==> src/rtl/cpab_pkg.sv <==
// Package for the extended area bus configuration register block
package cpab_pkg;
  localparam logic [11:0] CPAB_CTRL_OFFS = 12'h000;
  localparam int CPAB_REG_W = 8;
  localparam logic [7:0] CPAB_CTRL_RST = 8'h32;
  localparam int CPAB_BIT_BUS8 = 5;
  localparam int CPAB_BIT_ST3 = 4;
  localparam int CPAB_BIT_FULLA = 3;
  localparam int CPAB_BIT_CLKSYS = 2;
  localparam int CPAB_BIT_EN = 0;

  typedef enum logic [1:0] {
    CPAB_RGN_BASIC,
    CPAB_RGN_IOS,
    CPAB_RGN_256K
  } cpab_region_t;

  // Settings latched at the start of one external access
  typedef struct packed {
    logic cp_area;
    logic bus8;
    logic states3;
    logic wait_ok;
    logic data_phase;
    logic full_addr;
  } cpab_acc_cfg_t;

  // Request from the bus cycle sequencer
  typedef struct packed {
    logic start;
    logic muxed;
    cpab_region_t region;
  } cpab_acc_req_t;
endpackage

==> src/rtl/cpab_ctrl.sv <==
// Extended area bus control register with APB access and access decode
//
// Behaviour
// - The area enable bit steers accesses to the extended area when set.
// - With the area enabled, the width bit selects 16-bit (0) or 8-bit (1).
// - Non-muxed, state bit 0 gives 2 states no wait, 1 gives 3 with wait.
// - Muxed, the state bit sets a 2- or 3-state data phase the same way.
// - Full address bit sets address output for strobe, 256k and CP areas, in non-muxed mode only.
// - Clock select bit picks medium clock (0) or system clock (1).
// - The clock changes over in the bus cycle before the access.
// - Reset gives width and state bits 1, the other fields 0.
//
// Register access over APB and the address map were decided locally.
`timescale 1ns/1ps
module cpab_ctrl (
  input wire logic pclk,
  input wire logic presetn,
  input wire logic psel,
  input wire logic penable,
  input wire logic pwrite,
  input wire logic [11:0] paddr,
  input wire logic [31:0] pwdata,
  input wire logic [3:0] pstrb,
  output logic [31:0] prdata,
  output logic pready,
  output logic pslverr,
  input wire cpab_pkg::cpab_acc_req_t acc_req,
  input wire logic cyc_start,
  input wire logic next_ext_access,
  output cpab_pkg::cpab_acc_cfg_t acc_cfg,
  output logic clk_sys_sel,
  output logic [7:0] ctrl_value
);
  import cpab_pkg::*;

  logic [7:0] ctrl_q, ctrl_d;
  logic [31:0] rdata_q, rdata_d;
  logic rdy_q, rdy_d;
  logic err_q, err_d;
  cpab_acc_cfg_t cfg_q, cfg_d;
  logic clk_q, clk_d;
  logic setup, hit, wr_done;

  function automatic logic addr_hit(input logic [11:0] a);
    return a == CPAB_CTRL_OFFS;
  endfunction

  assign setup = psel && !penable;
  assign hit = addr_hit(paddr);
  assign wr_done = psel && penable && rdy_q && pwrite && hit;

  // Register bus: zero-wait slave, answer in the access phase
  always_comb begin
    ctrl_d = ctrl_q;
    rdata_d = rdata_q;
    rdy_d = 1'b0;
    err_d = 1'b0;
    if (setup) begin
      rdy_d = 1'b1;
      err_d = !hit;
      rdata_d = '0;
      if (hit && !pwrite) begin
        rdata_d[CPAB_REG_W-1:0] = ctrl_q;
      end
    end
    if (wr_done && pstrb[0]) begin
      ctrl_d = pwdata[CPAB_REG_W-1:0];
    end
  end

  always_ff @(posedge pclk or negedge presetn) begin
    if (!presetn) begin
      ctrl_q <= CPAB_CTRL_RST;
      rdata_q <= '0;
      rdy_q <= 1'b0;
      err_q <= 1'b0;
    end else begin
      ctrl_q <= ctrl_d;
      rdata_q <= rdata_d;
      rdy_q <= rdy_d;
      err_q <= err_d;
    end
  end

  // Access decode, latched at access start from the stored value
  always_comb begin
    cfg_d = cfg_q;
    clk_d = clk_q;
    if (acc_req.start) begin
      cfg_d.cp_area = ctrl_q[CPAB_BIT_EN];
      cfg_d.bus8 = ctrl_q[CPAB_BIT_EN] && ctrl_q[CPAB_BIT_BUS8];
      cfg_d.states3 = ctrl_q[CPAB_BIT_EN] && ctrl_q[CPAB_BIT_ST3];
      cfg_d.wait_ok = ctrl_q[CPAB_BIT_EN] && ctrl_q[CPAB_BIT_ST3];
      // Muxed mode: state count applies to the data phase
      cfg_d.data_phase = acc_req.muxed;
      // Full address not honoured in muxed mode
      cfg_d.full_addr = ctrl_q[CPAB_BIT_FULLA] && !acc_req.muxed &&
        (ctrl_q[CPAB_BIT_EN] || acc_req.region != CPAB_RGN_BASIC);
    end
    // Clock changes in the cycle before the extended access
    if (cyc_start && next_ext_access) begin
      clk_d = ctrl_q[CPAB_BIT_CLKSYS];
    end
  end

  always_ff @(posedge pclk or negedge presetn) begin
    if (!presetn) begin
      cfg_q <= '0;
      clk_q <= 1'b0;
    end else begin
      cfg_q <= cfg_d;
      clk_q <= clk_d;
    end
  end

  assign prdata = rdata_q;
  assign pready = rdy_q;
  assign pslverr = err_q;
  assign acc_cfg = cfg_q;
  assign clk_sys_sel = clk_q;
  assign ctrl_value = ctrl_q;

  // Checks
  logic wrote_q, wrote_d;

  always_comb begin
    wrote_d = wrote_q;
    if (wr_done) begin
      wrote_d = 1'b1;
    end
  end

  always_ff @(posedge pclk or negedge presetn) begin
    if (!presetn) begin
      wrote_q <= 1'b0;
    end else begin
      wrote_q <= wrote_d;
    end
  end
endmodule

==> config.mk <==
export PLATFORM = sky130hd
export DESIGN_NAME = cpab_ctrl
export DESIGN_NICKNAME = d
export VERILOG_FILES = /design/src/rtl/cpab_pkg.sv /design/src/rtl/cpab_ctrl.sv
export SDC_FILE = /design/constraint.sdc
export NUM_CORES = 1
export LEC_CHECK = 0
export ABC_CLOCK_PERIOD_IN_PS = 1550
export BUFFER_PORTS_ARGS = -buffer_cell sky130_fd_sc_hd__clkbuf_2
export CAP_MARGIN = 20
export CORE_ASPECT_RATIO = 1.4
export CORE_MARGIN = 2
export CORE_UTILIZATION = 30
export CTS_CLUSTER_DIAMETER = 150
export CTS_CLUSTER_SIZE = 14
export DETAILED_ROUTE_END_ITERATION = 16
export HOLD_SLACK_MARGIN = 0.08
export PLACE_DENSITY = 0.7
export SLEW_MARGIN = 10
export SYNTH_ARGS = -nofsm -noshare
export SYNTH_HDL_FRONTEND = slang
export SYNTH_SLANG_ARGS = --single-unit
==> constraint.sdc <==
create_clock -name pclk -period 1.55 [get_ports pclk]
set_clock_uncertainty 0.2 [all_clocks]
set_input_delay 0.31 -clock pclk [delete_from_list [all_inputs] [get_ports pclk]]
set_output_delay 0.31 -clock pclk [all_outputs]
set_load 0.01 [all_outputs]
; After elaboration in Yosys (flattened, before gate mapping)
; Index checks and enable logic that the tools add are counted.
[totals]
reg_bits = 24
latch_bits = 0
mem_bits_rw = 0
romBits = 0
input_bits = 59
output_inout_bits = 49
wordCells = 32
n_memories = 0
[op_classes]
n_addsub = 0
multipliers = 0
div = 0
n_lt_le_gt_ge = 0
n_eq_ne = 0
shift = 0
mux = 3
bitwise = 0
n_reduce_logical = 19
[ops]
columns = operator, count
row1 = 1-bit logical AND, 12
row2 = 12-bit zero test, 1
row3 = 8-bit 2-to-1 mux, 1
row4 = 1-bit zero test, 4
row5 = 1-bit 2-to-1 mux, 2
row6 = 2-bit nonzero test, 1
row7 = 1-bit logical OR, 1

; Logic depth before layout (Yosys ltp)
[depth]
depth_word = 5
depth_mapped = 4
depth_no_buf = 4

; Worst setup path after synthesis
; Ideal clock, no wire load.
[synth_timing]
path_type = input port to flip-flop
start = input port paddr[8]
end = register ctrl_q[0] (netlist: ctrl_value[0])
setup_time_ns = 0.125
t_arrival_ns = 1.736
required_ns = 1.225
slack_ns = -0.510
path_stages = 3
path_buffers = 0
path_cell_list = or4_4 > nor4_4 > mux2_2
[synth_between]
elab_chain_cells = 3
[synth_lines]
columns = item, line_no
row1 = from (decl), cpab_ctrl.sv:21  ; input wire logic [11:0] paddr,
row2 = 12-bit zero test, cpab_ctrl.sv:45  ; return a == CPAB_CTRL_OFFS;
row3 = 1-bit logical AND, cpab_ctrl.sv:50  ; assign wr_done = psel && penable && rdy_q && pwrite && hit;
row4 = 1-bit logical AND, cpab_ctrl.sv:66  ; if (wr_done && pstrb[0]) begin
row5 = to (signal assigned), cpab_ctrl.sv:78  ; ctrl_q <= ctrl_d;
row6 = to (decl), cpab_ctrl.sv:36  ; logic [7:0] ctrl_q, ctrl_d;
; Every way passes these cells.
; A chain may end at the register's enable or synchronous reset.

; Worst setup path after layout
[layout_timing]
start = input port paddr[8]
end = register ctrl_q[3] (netlist: ctrl_value[3])
; Same word-level chain as after synthesis.

==> reports/summary.txt <==
initial antenna violation count: 0
WP data arrival: 1620 ps
RSZ-0062 raised after global routing: true
non-filler cells, final: 204
total power: 1180 µW
Hold WC Path Type: input port to flip-flop
top cells by area, synth: dfrtp_1 46%, buf_4 16%, mux2_2 11%, dfstp_2 6.9%, a22o_1 6.1%
net count reported at finish: 222
Total Wirelength: 2430 µm
Top Ports: 108
gr ovfl total: 0
EDFF count, synth: 0
max-cap viol count: 0
Pleak: 0.000866 µW
most instantiated cells after synthesis: 25 x buf_4, 21 x dfrtp_1, 11 x mux2_2
ys async rst share: 100%
P per Cell Area: 750 nW/µm²
Syn. warnings: 0
Total GRT Usage: 11.8%
Detailed Route Iter0 Violations: 12
post-route setup slack: -124 ps
num rows: 26
synth unique cells: 18
f_max: 0.598 GHz
Required @ worst endpoint: 1490 ps
Fin. Hold Viols: 0
CTS root buf: clkbuf_8
top-count cell post-synth: buf_4
largest net degree at the start of global routing: 25
Vias per Instance: 4.28
DRC violations left: 0
Tmin final: 1670 ps
clk slew on worst S/H paths: 90 ps
result of the run: finished with violations
antenna-violating nets left: 0
Synth Flop Type: dfrtp_1
CP Max Fanout: 8
Final Cycle Share: 108%
Synth-to-Final Area Change: 36.7%
Setup TNS: -1350 ps
CP startpoint kind: input port
Worst-Skew Late Latency: 260 ps
Synth area leader: dfrtp_1
# setup viols final: 16
Seq/Total Area, Yosys: 52.6%
Syn Area/Cell: 12.2 µm²
die width: 56.3 µm
share of cells above drive strength 1: 53.7%
H-tree depth: 1
routed len/inst: 11.9 µm
Max VDD drop: 486 µV
Max Transition Viols Final: 0
Max-slew headroom: 60.8%
Pre-antenna DRT Iters: 3
RePlAce Congestion: 0.674
Die Span Y: 77.2 µm
Cell Count Post-Placement: 195
Ant. Diodes: 0
Initial Util: 31.2%
CTS max path bufs: 2
Synth Register Bits: 24
CTS tree: built
CP Capture Type: flip-flop
worst-margin pin slew: 588 ps
CTS sink count: 24
Num CTS Buffers: 3
global-route wire length before repair: 3980 µm
HPWL after DPL: 1900 µm
critical path type: input port to flip-flop
Die ar.: 4350 µm²
Synth Instances: 94
Via Count: 873
Core Footprint: 3680 µm²
Post-Syn Area: 1150 µm²
port bufs: 56
Yosys top cell area share: 45.8%
failing checks: setup timing
vias in the first global route: 859
per-layer routing:
layer,vias to the layer above,part of all wire (%),GRT usage [%]
li1,409,-,-
met1,401,36,13.2
met2,61,54,21.9
met3,2,9.7,2.36
met4,0,0.33,3.57
met5,-,0,0
where the power goes:
| part | internal, µW | switching (µW) | total (µW) |
|---|---|---|---|
| logic | 53.6 | 74.2 | 128 |
| clock network | 226 | 189 | 416 |
| registers | 631 | 2.38 | 634 |
| total | 911 | 266 | 1180 |
cells in the final DEF, fill, tap and decap left out, drive strengths merged:
master and n:
clkbuf 59, conb 24, dfrtp 21, mux2 11
buf 9, a22o 8, inv 4, dlygate4sd3 4
nor4 4, nand2 3, nand3 3, o21ai 3
dfstp 3, nor2 2, nand2b 1, or4 1
or3 1, nand4b 1
cell type report:
| cell class | count | area, µm² |
|---|---|---|
| multi-input combinational | 62 | 445 |
| sequential | 24 | 604 |
| clock buffer | 4 | 55.1 |
| tap | 42 | 52.6 |
| timing repair buffer | 68 | 398 |
| inverter | 4 | 15.0 |
| fill | 374 | 2110 |
state kept, by name, indices dropped and copies added, names as in the netlist:
register     count
acc_cfg          5
ctrl_value       8
prdata           8
pready           1
clk_sys_sel      1
pslverr          1
worst max-delay path: stages:
cell and delay (ps):
clkbuf_2 80, or4_4 550, nor4_4 160, buf_6 180
mux2_2 340
path summary, 6_finish.rpt:
kind	to	slack, ps	start	cells past startpoint
min	ctrl_value[4]$_DFFE_PN1P_	80	pwdata[4]	2
min in group asynchronous	acc_cfg[5]$_DFFE_PN0P_	370	presetn	2
max	ctrl_value[3]$_DFFE_PN0P_	-120	paddr[8]	5
max reg2reg	ctrl_value[3]$_DFFE_PN0P_	-80	pready$_DFF_PN0_	4
min reg2reg	prdata[7]$_DFFE_PN0N_	310	prdata[7]$_DFFE_PN0N_	1
max in group asynchronous	ctrl_value[6]$_DFFE_PN0P_	390	presetn	2
repair_timing:
action,in CTS,in global routing
endpoints found under the hold margin,23,1
hold buffers,3,1
gates resized for setup,3,5
buffers inserted,0,1
pin swaps,0,8
setup endpoints to repair,16,16
per-stage QoR:
stage / worst slack (ps) / area, µm² / hold slack, ps / utilization [%]
after floorplan: -373 / 1230 / -186 / -
final: -124 / 1570 / 82.5 / 42.7
after CTS: -133 / 1520 / 81.8 / 41.5
after global placement: -441 / 1430 / 138 / 38.8
after detailed placement: -460 / 1430 / 142 / 38.8
after global routing: -176 / 1570 / 81.3 / 42.7
logic make-up (layout without fill, tap and decap cells):
group / count (synthesis) / after routing / share of synthesized area [%]
buffers and inverters: 31 / 76 / 18.3
DFF: 24 / 24 / 52.6
and+or+nand+nor: 16 / 16 / 10.6
AOI/OAI and AO/OA: 11 / 11 / 7.41
muxes: 11 / 11 / 10.8
other: 1 / 24 / 0.326
(Power assumes the default switching activity.)
